File: config.mk
export PLATFORM = sky130hd
export DESIGN_NAME = swf_writeback_formatter
export DESIGN_NICKNAME = d
export VERILOG_FILES = /design/src/pkg/swf_pkg.sv /design/src/design/swf_writeback_formatter.sv
export SDC_FILE = /design/constraint.sdc
export NUM_CORES = 1
export LEC_CHECK = 0
export ABC_AREA = 1
export BUFFER_PORTS_ARGS = -buffer_cell sky130_fd_sc_hd__buf_2
export CORE_AREA = 2 2 263 265
export CTS_CLUSTER_SIZE = 40
export DETAILED_ROUTE_END_ITERATION = 6
export DIE_AREA = 0 0 265 267
export SETUP_SLACK_MARGIN = 0.05
export SLEW_MARGIN = 5
export SYNTH_ARGS = -nofsm -noshare
export SYNTH_HDL_FRONTEND = slang
export SYNTH_SLANG_ARGS = --single-unit
File: constraint.sdc
create_clock -name pclk -period 2.7 [get_ports pclk]
set_input_delay 0.405 -clock pclk [delete_from_list [all_inputs] [get_ports pclk]]
set_output_delay 0.405 -clock pclk [all_outputs]
set_load 0.005 [all_outputs]
File: src/pkg/swf_pkg.sv
/*
  shared constants and state type of the sampler writeback formatter.
  assumes 256-bit general registers holding eight 32-bit dwords.
*/
package swf_pkg;
  localparam int unsigned REGW = 256;
  localparam int unsigned DESTW = 8;
  // writeback shapes, same coding as the request shape
  localparam logic [1:0] SH_S16 = 2'h0;
  localparam logic [1:0] SH_S8 = 2'h1;
  localparam logic [1:0] SH_S4X2 = 2'h2;
  localparam logic [1:0] SH_WIDE = 2'h3;
  // source registers per message, before compaction
  localparam logic [4:0] N_S16 = 5'h08;
  localparam logic [4:0] N_S8 = 5'h04;
  localparam logic [4:0] N_S4X2 = 5'h01;
  localparam logic [4:0] N_PK = 5'h08;
  localparam logic [4:0] N_PK_RG = 5'h04;
  localparam logic [4:0] N_BLK = 5'h10;
  localparam logic [4:0] KILL_IDX_RG = 5'h04;
  localparam logic [15:0] UNORM_MAX = 16'hff00;
  localparam logic [15:0] DISPATCH_ONES = 16'hffff;
  localparam logic [7:0] KILL_HI_ONES = 8'hff;
  localparam logic [7:0] KILL_DW_EN = 8'h01;
  // apb map
  localparam logic [11:0] A_CTRL = 12'h000;
  localparam logic [11:0] A_STAT = 12'h004;
  localparam logic [11:0] A_CNT = 12'h008;
  localparam logic CTRL_EN_RST = 1'b1;

  typedef enum logic [1:0] {ST_IDLE, ST_EMIT, ST_KILL} swf_st_t;

  typedef struct packed {
    swf_st_t st;
    logic [1:0] shp;
    logic blk;
    logic rg;
    logic kill;
    logic [3:0] cmask;
    logic [15:0] emask;
    logic [31:0] kmask;
    logic [7:0] dest;
    logic [4:0] k;
    logic [4:0] o;
    logic wv;
    logic wkill;
    logic [7:0] wreg;
    logic [255:0] wdat;
    logic [7:0] wen;
    logic en;
    logic [15:0] cnt;
    logic [31:0] prd;
  } swf_state_t;

  localparam swf_state_t SWF_RST = '{st: ST_IDLE, en: CTRL_EN_RST, default: '0};
endpackage : swf_pkg

File: src/design/swf_writeback_formatter.sv
/*
  sampler writeback formatter: turns sampler result registers into the
  writeback register stream of one message, plus an apb control slave.
  assumes the sampler supplies every result register of a message in
  canonical order (uncompacted, packed shapes as 16 pixels of 16 bits in
  pixel order) and the thread side applies wb_dw_en per dword.
*/
// The placing of the registers and the APB register port were chosen for this implementation.
`timescale 1ns/100ps

// How it works
// - each request yields a writeback of the same shape it asked for
// - simd16 writeback has at most eight registers, two per channel, rgba order
// - simd16 masked channels are skipped and later channels shift down
// - simd16 dwords are written only where the execution mask bit is set
// - first register holds subspans 0 and 1, second holds subspans 2 and 3
// - 32-bit dwords pass unchanged in the surface's configured return format
// - simd8 always returns four channel registers, a fifth only for discard
// - simd8 masked channels keep their slot but write no dwords
// - discard register writes only dword 0, upper half all ones for simd8
// - simd8 active mask: low eight bits per pixel, upper eight forced one
// - simd4x2 is one register, sample 0 in dwords 0-3, sample 1 in 4-7
// - simd4x2 sample active if any of its four exec bits set
// - packed fetch pairs pixels per dword in the fixed pair order
// - packed values are clamped to the range 0000h to ff00h
// - two-channel packed fetch returns only red and green registers
// - packed discard register follows the channels, index 4 for two-channel
// - 32-bit active mask uses the fixed pixel-to-bit permutation
// - 64-pixel fetch returns up to sixteen registers, compacted
module swf_writeback_formatter (
  input wire logic pclk,
  input wire logic presetn,
  input wire logic [11:0] paddr,
  input wire logic psel,
  input wire logic penable,
  input wire logic pwrite,
  input wire logic [31:0] pwdata,
  output logic [31:0] prdata,
  output logic pready,
  output logic pslverr,
  input wire logic req_valid,
  output logic req_ready,
  input wire logic [1:0] req_shape,
  input wire logic req_block64,
  input wire logic req_two_chan,
  input wire logic req_kill,
  input wire logic [3:0] req_chan_mask,
  input wire logic [15:0] req_exec_mask,
  input wire logic [31:0] req_kill_pix,
  input wire logic [swf_pkg::DESTW-1:0] req_dest,
  input wire logic src_valid,
  output logic src_ready,
  input wire logic [swf_pkg::REGW-1:0] src_data,
  output logic wb_valid,
  input wire logic wb_ready,
  output logic [swf_pkg::DESTW-1:0] wb_reg,
  output logic [swf_pkg::REGW-1:0] wb_data,
  output logic [7:0] wb_dw_en
);
  import swf_pkg::*;

  swf_state_t q;
  swf_state_t next_q;

  logic slot_free;
  logic [4:0] nsrc;
  logic [1:0] ch;
  logic skip;
  logic [255:0] pk_data;
  logic [31:0] kill_perm;
  logic [7:0] en4x2;
  logic [255:0] fmt_data;
  logic [7:0] fmt_en;
  logic [31:0] kill_dw;
  logic a_ctrl;
  logic a_stat;
  logic a_cnt;

  function automatic logic [15:0] clamp_unorm(input logic [15:0] v);
    clamp_unorm = (v > UNORM_MAX) ? UNORM_MAX : v;
  endfunction : clamp_unorm

  // registers a message returns before any discard register, from shape, block/two-channel flags and channel mask
  function automatic logic [4:0] chan_regs(input logic [1:0] shp, input logic blk,
                                           input logic rg, input logic [3:0] cmask);
    case (shp)
      SH_S16: chan_regs = 5'(2 * (4 - $countones(cmask)));
      SH_S8: chan_regs = N_S8;
      SH_S4X2: chan_regs = N_S4X2;
      default: begin
        if (blk) begin
          chan_regs = 5'(4 * (4 - $countones(cmask)));
        end else if (rg) begin
          chan_regs = 5'(2 * (2 - $countones(cmask[1:0])));
        end else begin
          chan_regs = 5'(2 * (4 - $countones(cmask)));
        end
      end
    endcase
  endfunction : chan_regs

  // packed layout: dword d holds pixels lo and lo+1 of a 16-pixel half
  genvar gd;
  generate
    for (gd = 0; gd < 8; gd++) begin : g_pack
      localparam int LO = ((gd % 2) * 2) + (((gd / 2) % 2) * 8) + ((gd / 4) * 4);
      assign pk_data[32*gd +: 32] = {clamp_unorm(src_data[16*(LO+1) +: 16]),
                                     clamp_unorm(src_data[16*LO +: 16])};
      assign en4x2[gd] = (|q.emask[4*(gd/4) +: 4]) & ~q.cmask[gd % 4];
    end
  endgenerate

  // pixel p at row r, column c lands on its permuted mask bit
  genvar gp;
  generate
    for (gp = 0; gp < 32; gp++) begin : g_kill
      localparam int R = gp / 8;
      localparam int C = gp % 8;
      localparam int B = (C % 2) + ((R % 2) * 2) + (((C / 2) % 2) * 4)
                         + ((R / 2) * 8) + ((C / 4) * 16);
      assign kill_perm[B] = ~q.kmask[gp];
    end
  endgenerate

  assign slot_free = !q.wv || wb_ready;
  assign req_ready = (q.st == ST_IDLE) && q.en;
  assign src_ready = (q.st == ST_EMIT) && slot_free;
  assign wb_valid = q.wv;
  assign wb_reg = q.wreg;
  assign wb_data = q.wdat;
  assign wb_dw_en = q.wen;
  assign prdata = q.prd;
  // zero wait states: every access completes in its first access cycle
  assign pready = 1'b1;
  assign a_ctrl = (paddr == A_CTRL);
  assign a_stat = (paddr == A_STAT);
  assign a_cnt = (paddr == A_CNT);
  assign pslverr = psel && penable && !(a_ctrl || a_stat || a_cnt);

  always_comb begin
    case (q.shp)
      SH_S16: nsrc = N_S16;
      SH_S8: nsrc = N_S8;
      SH_S4X2: nsrc = N_S4X2;
      default: nsrc = q.blk ? N_BLK : (q.rg ? N_PK_RG : N_PK);
    endcase
    case (q.shp)
      SH_S8: ch = q.k[1:0];
      SH_S4X2: ch = 2'h0;
      default: ch = q.k[2:1];
    endcase
    // simd16 and wide fetches compact; simd8 keeps the slot
    skip = ((q.shp == SH_S16) || (q.shp == SH_WIDE)) && q.cmask[ch];
    case (q.shp)
      SH_S16: begin
        fmt_data = src_data;
        fmt_en = q.k[0] ? q.emask[15:8] : q.emask[7:0];
      end
      SH_S8: begin
        fmt_data = src_data;
        fmt_en = q.cmask[ch] ? 8'h00 : q.emask[7:0];
      end
      SH_S4X2: begin
        fmt_data = src_data;
        fmt_en = en4x2;
      end
      default: begin
        fmt_data = pk_data;
        fmt_en = 8'hff;
      end
    endcase
    if (q.shp == SH_S8) begin
      kill_dw = {DISPATCH_ONES, KILL_HI_ONES, ~q.kmask[7:0]};
    end else begin
      kill_dw = kill_perm;
    end
  end

  always_comb begin
    next_q = q;
    if (q.wv && wb_ready) begin
      next_q.wv = 1'b0;
    end
    // read data is caught in the setup cycle and shown in the access cycle
    if (psel && !penable) begin
      if (a_ctrl) begin
        next_q.prd = {31'h0000_0000, q.en};
      end else if (a_stat) begin
        next_q.prd = {28'h000_0000, q.st, q.wv, q.st != ST_IDLE};
      end else if (a_cnt) begin
        next_q.prd = {16'h0000, q.cnt};
      end else begin
        next_q.prd = 32'h0000_0000;
      end
    end
    if (psel && penable && pwrite && a_ctrl) begin
      next_q.en = pwdata[0];
    end
    case (q.st)
      ST_IDLE: begin
        if (req_valid && req_ready) begin
          next_q.st = ST_EMIT;
          next_q.shp = req_shape;
          next_q.blk = req_block64;
          next_q.rg = req_two_chan && !req_block64;
          // only simd8 and 32-pixel packed fetches have a discard variant
          next_q.kill = req_kill && ((req_shape == SH_S8)
                        || ((req_shape == SH_WIDE) && !req_block64));
          next_q.cmask = req_chan_mask;
          next_q.emask = req_exec_mask;
          next_q.kmask = req_kill_pix;
          next_q.dest = req_dest;
          next_q.k = 5'h00;
          next_q.o = 5'h00;
        end
      end
      ST_EMIT: begin
        if (src_valid && src_ready) begin
          if (!skip) begin
            next_q.wv = 1'b1;
            next_q.wkill = 1'b0;
            next_q.wreg = q.dest + {3'h0, q.o};
            next_q.wdat = fmt_data;
            next_q.wen = fmt_en;
            next_q.o = q.o + 5'h01;
          end
          next_q.k = q.k + 5'h01;
          if (q.k == nsrc - 5'h01) begin
            next_q.st = q.kill ? ST_KILL : ST_IDLE;
            if (!q.kill) begin
              next_q.cnt = q.cnt + 16'h0001;
            end
          end
        end
      end
      ST_KILL: begin
        if (slot_free) begin
          next_q.wv = 1'b1;
          next_q.wkill = 1'b1;
          // two-channel index is fixed; otherwise right after the last channel
          next_q.wreg = q.dest + {3'h0, q.rg ? KILL_IDX_RG : q.o};
          next_q.wdat = {224'h0, kill_dw};
          next_q.wen = KILL_DW_EN;
          next_q.st = ST_IDLE;
          next_q.cnt = q.cnt + 16'h0001;
        end
      end
      default: next_q.st = ST_IDLE;
    endcase
  end

  always_ff @(posedge pclk or negedge presetn) begin
    if (!presetn) begin
      q <= SWF_RST;
    end else begin
      q <= next_q;
    end
  end
endmodule : swf_writeback_formatter

==> flow_metrics.py, run 1 <==
metrics = {
    "synth": {
        "syn-cell-area_um2": 21800,
        "synth_xor_xnor_area_share": 0.0117,
        "netlist_top_cells_area": "dfrtp_1 (44%), nand2_1 (18%), buf_4 (11%)",
        "syn_area_per_cell_um2": 7.54,
        "synthMuxAreaShare": 0.00276,
        "synth_top_family_by_area": "simple AND/OR/NAND/NOR gates",
        "ys.flop_type": "dfrtp_1",
        "synth_cells": 2891,
        "synth-edff-count": 0,
        "synth_top_area_cell": "dfrtp_1",
        "synth_cell_types": 43,
        "async_flop_share": 1.00,
        "synth.top_cell.area_share": 0.439,
        "synth_compound_area_frac": 0.110,
        "yosys.area_share.adder": 0.0150,
        "ys_ff_latch": 383,
        "synth_simple_gate_area_frac": 0.255,
        "yosys_warnings": 0,
        "seq_area_frac_synth": 0.440,
    },
    "drt": {
        "drc": 0,
        "viasPerCell": 4.80,
        "first_pass_iters": 5,
        "vias": 20000,
        "drtAntennaViolNets": 0,
        "drtIter0Drc": 1720,
        "wl_per_cell_um": 18.4,
        "wl_um": 76400,
    },
    "cells_and_area": {
        "final_common_cell": "nand2_1",
        "final_cell_mix": "nand2_1 (1035), buf_2 (632), dfrtp_1 (382)",
        "drive_gt1_frac": 0.246,
        "final_core_util": 0.380,
        "syn_to_final_growth_pct": 18.5,
        "nets": 3617,
        "largest_register_ffs": 256,
        "n_fill_cell": 7153,
    },
    "pwr": {
        "peakVddDrop_uv": 522,
        "power.density_nw_per_um2": 1070,
        "p_leak_nw": 14.5,
        "total_power_mw": 27.6,
    },
    "sta": {
        "tns_ns": 0,
        "relSlewSlack": 0.487,
        "skew_ns": 0.0216,
        "max_freq_ghz": 0.408,
        "fin_crit_ns": 2.45,
        "hold_viol_final": 0,
        "period_share": 0.908,
        "tightest_slew_ns": 0.770,
        "grt_setup_unrepaired": "no",
        "slew_viol_final": 0,
        "setup_viol": 0,
    },
    "grt": {
        "grtUsageMet1": 0.253,
        "antenna_found_initial": 27,
        "grt_use_total": 0.202,
        "grt_busiest_layer": "met2",
        "grt_remaining_overflow": 0,
        "grt_pass1_vias": 18600,
        "grt_pass1_wl_um": 111000,
        "grt_max_degree": 161,
        "use_met2": 0.332,
        "met3_usage": 0.0487,
    },
    "worst_setup_path": {
        "endpoint_kind": "output pin",
        "r2r-end": "wb_data[177]",
        "path_cells": "inv_1 > ha_1 > buf_4 > inv_1 > nor2_1 > buf_4 > buf_2",
        "worstRegToRegCells": 13,
        "worstPathRequired_ns": 2.30,
        "cp-start-kind": "flip-flop",
        "reg2reg_slack_ns": 0.29,
        "r2r-start": "q[397]",
        "cpMaxStageDelayCell": "dfrtp_1",
        "crit_type": "reg2out",
        "max_stage_delay_ns": 0.39,
        "cp_max_fo": 5,
        "cp_data_arrival_time_ns": 2.05,
    },
    "die": {
        "row_count": 96,
        "die_h_um": 267,
        "core-area_um2": 68000,
        "dieWidth_um": 265,
        "initial_core_util": 0.321,
        "io_pins": 682,
        "dieArea_um2": 70800,
    },
    "worst_hold_path": {
        "worstHoldStart": "req_kill_pix[31]",
        "whs_endpoint": "q[372]",
        "holdPathStages": 3,
        "hold_class": "in2reg",
    },
    "cts": {
        "cts_max_level": 2,
        "clk-insertion-delay-late_ns": 0.57,
        "cts_num_sinks": 383,
        "clkTransAtPathRegs_ns": 0.06,
        "cts_tree": "yes",
        "cts_max_path_buffers": 3,
        "numCtsBuffers": 45,
        "cts_root_buf": "clkbuf_16",
    },
    "placed_design": {
        "dp_hpwl_um": 55900,
        "port_buffers": 633,
        "gp_congestion": 0.938,
    },
    "status": {
        "status": "complete, no violations",
    },
    "job": {
        "maxCapViolCount": 0,
    },
}
[worst max-delay path by stage]
stage               startpoint           end  slack [ns]  cells after the start
floorplan               q[396]         q[47]        0.48                     14
global placement        q[397]   wb_data[19]        0.14                     12
detailed placement      q[397]   wb_data[12]        0.04                     12
CTS                     q[397]  wb_data[105]         0.1                     13
global route            q[397]  wb_data[218]        0.05                     14
finish                  q[399]     src_ready        0.25                      7
[synth_stat cells (2+ instances only)]
library cell and number:
inv_1 184, dfrtp_1 382, and3_1 2, mux2i_1 6
clkinv_1 3, a21boi_0 4, a31oi_1 6, buf_4 315
clkbuf_1 71, nor4_1 17, o31ai_1 3, ha_1 23
o21ai_1 55, or2_2 5, nor2_4 3, nand3b_1 2
nor2_1 105, inv_2 3, nand3_1 109, xor2_1 20
conb_1 2, nand2_2 2, nand4_1 57, o211ai_1 38
nor3_1 19, nand3_2 2, o22ai_1 2, buf_1 8
fa_1 2, o21ai_0 227, nand2_1 1037, buf_2 45
a21oi_1 114, xnor2_1 9
[critical path: cells and delay by family, from the launching register on]
family        cells  cell delay (ns)
buf+inv           5             0.62
flops             1             0.39
simple gates      1             0.25
fa+ha+maj         1             0.22
[power by group]
part,leakage (nW),switching (mW),internal (mW)
Combinational,8.59,7.67,4.18
Sequential,5.16,1.20,7.79
Clock,0.794,2.52,4.23
Total,14.5,11.4,16.2
[repair_timing]
action	in CTS	in global routing
pin swaps	1	2
hold buffers	4	0
resized for setup	0	11
setup endpoints to repair	6	198
cloned	1	5
endpoints found under the hold margin	50	0
setup buffers	0	3
[final cells by class]
cell class              instances  area (um^2)  share of cell area
inverters                     190          713              0.0276
multi-input cells            1895         8730               0.338
repair buffers                704         4020               0.155
well taps                     882         1100              0.0427
flip-flops and latches        383         9590               0.371
clock inverters                17          319              0.0123
diodes                         22         55.1             0.00213
clock buffers                  65         1310              0.0508
[cell families (layout without fill, tap and decap cells)]
| group | Yosys count | after routing |
|---|---|---|
| compound gates | 451 | 451 |
| flops | 383 | 383 |
| simple gates | 1365 | 1367 |
| buf+inv | 630 | 976 |
| mux | 6 | 6 |
| fa+ha+maj | 25 | 25 |
| xor+xnor | 29 | 29 |
| other cells | 2 | 39 |
[per-layer routing]
layer,vias up,part of all wire
met5,-,0.0014
met4,16,0.040
met3,159,0.078
met2,790,0.47
met1,9330,0.41
li1,9656,-
[per-stage QoR]
| stage | worst slack [ns] | instance area (um^2) | instances | hold WS, ns |
|---|---|---|---|---|
| 2_1_floorplan | 0.478 | 21900 | 2906 | 0.109 |
| 3_3_place_gp | 0.136 | 23900 | 4041 | 0.429 |
| 3_5_place_dp | 0.0424 | 23900 | 4041 | 0.428 |
| 4_1_cts | 0.0952 | 25600 | 4128 | 0.00162 |
| 5_1_grt | 0.0526 | 25800 | 4149 | 0.0224 |
| 6_report | 0.250 | 25800 | 4158 | 0.0425 |
(Power assumes the default switching activity.)
==> inputs of run 2 (changes only) <==
Settings changed: ABC_AREA 1 to 0, CORE_AREA 2 2 263 265 to 2 2 267 269, DIE_AREA 0 0 265 267 to 0 0 269 271.
==> flow_metrics.py, run 2 <==
metrics = {
    "die": {
        "dieArea_um2": 72900,
        "initial_core_util": 0.281,
        "core-area_um2": 69800,
        "io_pins": 682,
        "row_count": 97,
        "die_h_um": 271,
        "dieWidth_um": 269,
    },
    "worst_setup_path": {
        "worstPathRequired_ns": 3.15,
        "cp_data_arrival_time_ns": 2.97,
        "cp-start-kind": "flip-flop",
        "cp_max_fo": 26,
        "endpoint_kind": "flip-flop",
        "crit_type": "reg2reg",
    },
    "drt": {
        "vias": 16200,
        "route.met3.wl_um": 4560,
        "wl_um": 64400,
        "drtAntennaViolNets": 0,
        "viasPerCell": 4.77,
        "first_pass_iters": 5,
        "drc": 0,
        "dr_wl_met2_um": 30900,
        "wl_met1_um": 27000,
        "wl_per_cell_um": 19.0,
        "maxUsedRoutingLayer": "met5",
        "drtIter0Drc": 1110,
    },
    "cts": {
        "numCtsBuffers": 44,
        "clk-insertion-delay-late_ns": 0.58,
        "clkTransAtPathRegs_ns": 0.06,
        "cts_root_buf": "clkbuf_16",
        "cts_tree": "yes",
        "cts_max_path_buffers": 3,
        "cts_max_level": 2,
        "cts_num_sinks": 383,
    },
    "pwr": {
        "peakVddDrop_uv": 387,
        "power.density_nw_per_um2": 525,
        "p_leak_nw": 12.9,
    },
    "placed_design": {
        "dp_hpwl_um": 48700,
        "gp_congestion": 0.917,
        "place_inst": 3264,
        "port_buffers": 633,
    },
    "sta": {
        "hold_viol_final": 0,
        "tns_ns": 0,
        "setup_viol": 0,
        "max_freq_ghz": 0.396,
        "skew_ns": 0.0300,
        "grt_setup_unrepaired": "no",
        "slew_viol_final": 0,
        "tightest_slew_ns": 0.930,
        "period_share": 0.936,
        "relSlewSlack": 0.380,
        "fin_crit_ns": 2.53,
    },
    "synth": {
        "yosysMostFrequentCell": "nand2_1",
        "yosys.area_share.adder": 0.0167,
        "ys.flop_type": "dfrtp_1",
        "synth-edff-count": 0,
        "seq_area_frac_synth": 0.489,
        "async_flop_share": 1.00,
        "yosys_warnings": 0,
        "synth.top_cell.area_share": 0.488,
        "synth_simple_gate_area_frac": 0.124,
        "netlist_top_cells_area": "dfrtp_1 (49%), buf_4 (12%), nand2_1 (7.5%)",
        "synthTopCellsByCount": "nand2_1 (393), dfrtp_1 (382), buf_4 (305)",
        "synth_cells": 2019,
        "synth_xor_xnor_area_share": 0.0130,
        "synth_cell_types": 63,
        "synth_compound_area_frac": 0.175,
        "ys_ff_latch": 383,
        "syn_area_per_cell_um2": 9.70,
        "synthMuxAreaShare": 0.0408,
        "synth_top_family_by_area": "compound AO/OA/AOI/OAI gates",
        "syn-cell-area_um2": 19600,
        "synth_top_area_cell": "dfrtp_1",
    },
    "cells_and_area": {
        "final_common_cell": "buf_2",
        "final_cell_mix": "buf_2 (632), nand2_1 (392), dfrtp_1 (380)",
        "drive_gt1_frac": 0.329,
        "fin_cells": 3384,
        "syn_to_final_growth_pct": 22.1,
        "nets": 2806,
        "final_core_util": 0.343,
        "largest_register_ffs": 256,
    },
    "grt": {
        "grt_remaining_overflow": 0,
        "grt_pass1_wl_um": 96500,
        "grt_use_total": 0.170,
        "antenna_found_initial": 6,
        "grt_max_degree": 85,
        "grt_pass1_vias": 16000,
    },
    "job": {
        "maxCapViolCount": 0,
    },
    "status": {
        "status": "complete, no violations",
    },
    "worst_hold_path": {
        "hold_class": "in2reg",
    },
}
-- run 2: changes by cell type in the layout (fill, tap and decap cells not counted), moves of 75 or more --
cell	before	now
nand3_1	109	26
a22oi_1	0	75
nand2_1	1035	392
inv_1	183	13
a22o_1	0	111
-- run 2: metrics by stage --
step | area, um^2 | total power [mW] | hold WS (ns) | setup slack, ns
finish | 23900 | 12.6 | 0.0364 | 0.173
floorplan | 19700 | 6.07 | 0.109 | 0.0605
global placement | 22000 | 6.61 | 0.443 | 0.214
detailed placement | 22000 | 6.61 | 0.444 | 0.182
global route | 23900 | 13.1 | 0.0211 | 0.0614
CTS | 23800 | 12.8 | 0.00124 | 0.149
-- run 2: report_power, final --
group	internal, mW	leakage (nW)	total [mW]	switching (mW)
Combinational	0.338	6.81	0.791	0.453
Clock	3.55	0.713	6.01	2.46
Sequential	5.75	5.33	5.76	0.00867
Total	9.64	12.9	12.6	2.92
-- run 2: cell type report --
class | instances | area [um^2]
Inverter | 15 | 56.3
Tap cell | 940 | 1180
Timing Repair Buffer | 736 | 4240
Fill cell | 7184 | 45900
Antenna cell | 4 | 10.0
Sequential cell | 383 | 9590
Clock buffer | 65 | 1310
Multi-Input combinational cell | 1228 | 7400
Clock inverter | 13 | 133
-- run 2: critical path, stage by stage (launching register included) --
cell	delay (ns)
dfrtp_1	0.44
inv_1	0.15
ha_4	0.32
inv_1	0.11
a211oi_4	0.48
nor2_4	0.16
buf_12	0.19
buf_4	0.24
a22o_1	0.26
-- run 2: worst paths after layout --
path	from	end	slack [ns]	cells after the start
min in group asynchronous	presetn	q[369]	0.41	2
worst max register to register	q[396]	wb_data[209]	0.17	8
worst min-delay path	req_kill_pix[24]	q[365]	0.04	3
worst max-delay path	q[396]	wb_data[209]	0.17	8
max in group asynchronous	presetn	q[344]	1.38	3
worst min register to register	wb_data[133]	wb_data[133]	0.47	2
-- run 2: timing repair --
item                                    4_1_cts  5_1_grt
hold buffers                                 37        0
endpoints found under the hold margin        89        0
gates resized for setup                       0       11
setup buffers                                 0        1
endpoints found under the setup margin        0       65
-- run 2: routing by layer --
metal,up-vias,track usage
met4,4,0.0604
met1,7960,0.216
met5,-,0
met3,118,0.0402
li1,7515,-
met2,558,0.280
-- run 2: logic make-up (layout without fill, tap and decap cells) --
group                    count (synthesis)  count (layout)
AO/OA/AOI/OAI                          515             515
XOR/XNOR                                29              29
adder cells (fa/ha/maj)                 25              25
buffers and inverters                  423             829
flip-flops                             383             383
multiplexers                            78              78
other                                    2              21
AND/OR/NAND/NOR                        564             564
==> inputs of run 3 (changes only) <==
Settings changed: RECOVER_POWER set to 100.
==> flow_metrics.py, run 3 (synthesis results as in run 2) <==
metrics = {
    "grt": {
        "grt_use_total": 0.170,
        "grt_max_degree": 85,
        "grt_remaining_overflow": 0,
        "grt_pass1_vias": 16000,
        "grt_pass1_wl_um": 96500,
        "antenna_found_initial": 6,
    },
    "cts": {
        "cts_num_sinks": 383,
        "cts_max_path_buffers": 3,
        "cts_root_buf": "clkbuf_16",
        "clk-insertion-delay-late_ns": 0.59,
        "clkTransAtPathRegs_ns": 0.06,
        "cts_max_level": 2,
        "cts_tree": "yes",
        "numCtsBuffers": 44,
    },
    "sta": {
        "tightest_slew_ns": 1.94,
        "skew_ns": 0.0314,
        "period_share": 0.931,
        "hold_viol_final": 0,
        "setup_viol": 0,
        "tns_ns": 0,
        "relSlewSlack": -0.296,
        "max_freq_ghz": 0.398,
        "fin_crit_ns": 2.51,
        "slew_viol_final": 68,
        "grt_setup_unrepaired": "no",
    },
    "die": {
        "die_h_um": 271,
        "row_count": 97,
        "dieArea_um2": 72900,
        "io_pins": 682,
        "initial_core_util": 0.281,
        "core-area_um2": 69800,
        "dieWidth_um": 269,
    },
    "status": {
        "violations": "capacitance limit, slew limit",
        "status": "finished, violations left",
    },
    "drt": {
        "vias": 16200,
        "drtAntennaViolNets": 0,
        "wl_um": 64600,
        "wl_per_cell_um": 19.1,
        "first_pass_iters": 5,
        "drtIter0Drc": 1169,
        "drc": 0,
        "viasPerCell": 4.79,
    },
    "cells_and_area": {
        "final_area_um2": 23500,
        "nets": 2806,
        "final_core_util": 0.336,
        "final_cell_mix": "buf_2 (402), nand2_1 (392), dfrtp_1 (380)",
        "largest_register_ffs": 256,
        "syn_to_final_growth_pct": 19.9,
        "n_fill_cell": 7315,
        "fin_cells": 3384,
        "drive_gt1_frac": 0.227,
        "final_common_cell": "buf_2",
    },
    "pwr": {
        "clkPwrFrac": 0.479,
        "p_leak_nw": 11.8,
        "power.net_switching_mw": 2.94,
        "power.density_nw_per_um2": 535,
        "p_seq_frac": 0.458,
        "power_frac_comb": 0.062,
        "power.switching_fraction": 0.234,
        "p_int_mw": 9.63,
        "peakVddDrop_uv": 387,
    },
    "worst_setup_path": {
        "crit_type": "reg2reg",
        "r2r-start": "q[396]",
        "cp-start-kind": "flip-flop",
        "cp_max_fo": 26,
        "worstPathRequired_ns": 3.14,
        "startpoint": "q[396]",
        "cp_data_arrival_time_ns": 2.96,
        "endpoint_kind": "flip-flop",
    },
    "placed_design": {
        "port_buffers": 633,
        "place_area_um2": 22000,
        "place_inst": 3264,
        "dp_hpwl_um": 48700,
        "gp_congestion": 0.917,
    },
    "worst_hold_path": {
        "worstHoldStart": "req_kill_pix[24]",
        "hold_class": "in2reg",
    },
    "job": {
        "maxCapViolCount": 1,
    },
}
==> run 3: through the flow <==
step	hold WS, ns	total power, mW	worst slack, ns
floorplan	0.109	6.07	0.0605
global placement	0.443	6.61	0.214
detailed placement	0.444	6.61	0.182
CTS	0.00124	12.8	0.149
global route	0.0211	13.1	0.00521
finish	0.0352	12.6	0.186
==> run 3: timing repair <==
item | CTS | global route
hold buffers | 37 | 0
endpoints found under the setup margin | 0 | 65
hold endpoints to repair | 89 | 0
resized for setup | 0 | 11
buffers inserted | 0 | 1
==> run 3: cell type report <==
class / instances / area, um^2 / share of cell area
clock inverters: 13 / 133 / 0.00565
inverters: 15 / 56.3 / 0.00240
clock buffers: 65 / 1310 / 0.0558
repair buffers: 736 / 3830 / 0.163
well taps: 940 / 1180 / 0.0501
flip-flops and latches: 383 / 9590 / 0.408
diodes: 4 / 10.0 / 0.000426
multi-input cells: 1228 / 7380 / 0.314
==> run 3: worst paths after layout <==
path	to	slack, ns	cells past startpoint
max	wb_data[206]	0.19	8
min	q[365]	0.04	3
max reg2reg	wb_data[206]	0.19	8
min reg2reg	q[363]	0.47	2
max in group asynchronous	wb_data[95]	0.36	4
min in group asynchronous	q[369]	0.91	2
==> run 3: power by group through the flow <==
stage | sequential [mW] | clock, mW | combinational, mW
2_1_floorplan | 5.86 | 0 | 0.204
3_5_place_dp | 5.86 | 0 | 0.747
4_1_cts | 5.76 | 6.20 | 0.794
5_1_grt | 5.76 | 6.43 | 0.862
3_3_place_gp | 5.86 | 0 | 0.746
6_report | 5.76 | 6.03 | 0.784
==> run 3: worst max-delay path, stage by stage, from the launching register on <==
cell	delay [ns]
dfrtp_1	0.44
inv_1	0.15
ha_4	0.32
inv_1	0.11
a211oi_4	0.42
nor2_4	0.15
buf_12	0.18
clkbuf_4	0.29
a22o_1	0.29
==> run 3: layer usage <==
metal,routed length [um],GRT usage
met5,21,0
met3,4490,0.0402
met2,30900,0.280
met1,27300,0.216
met4,1880,0.0604
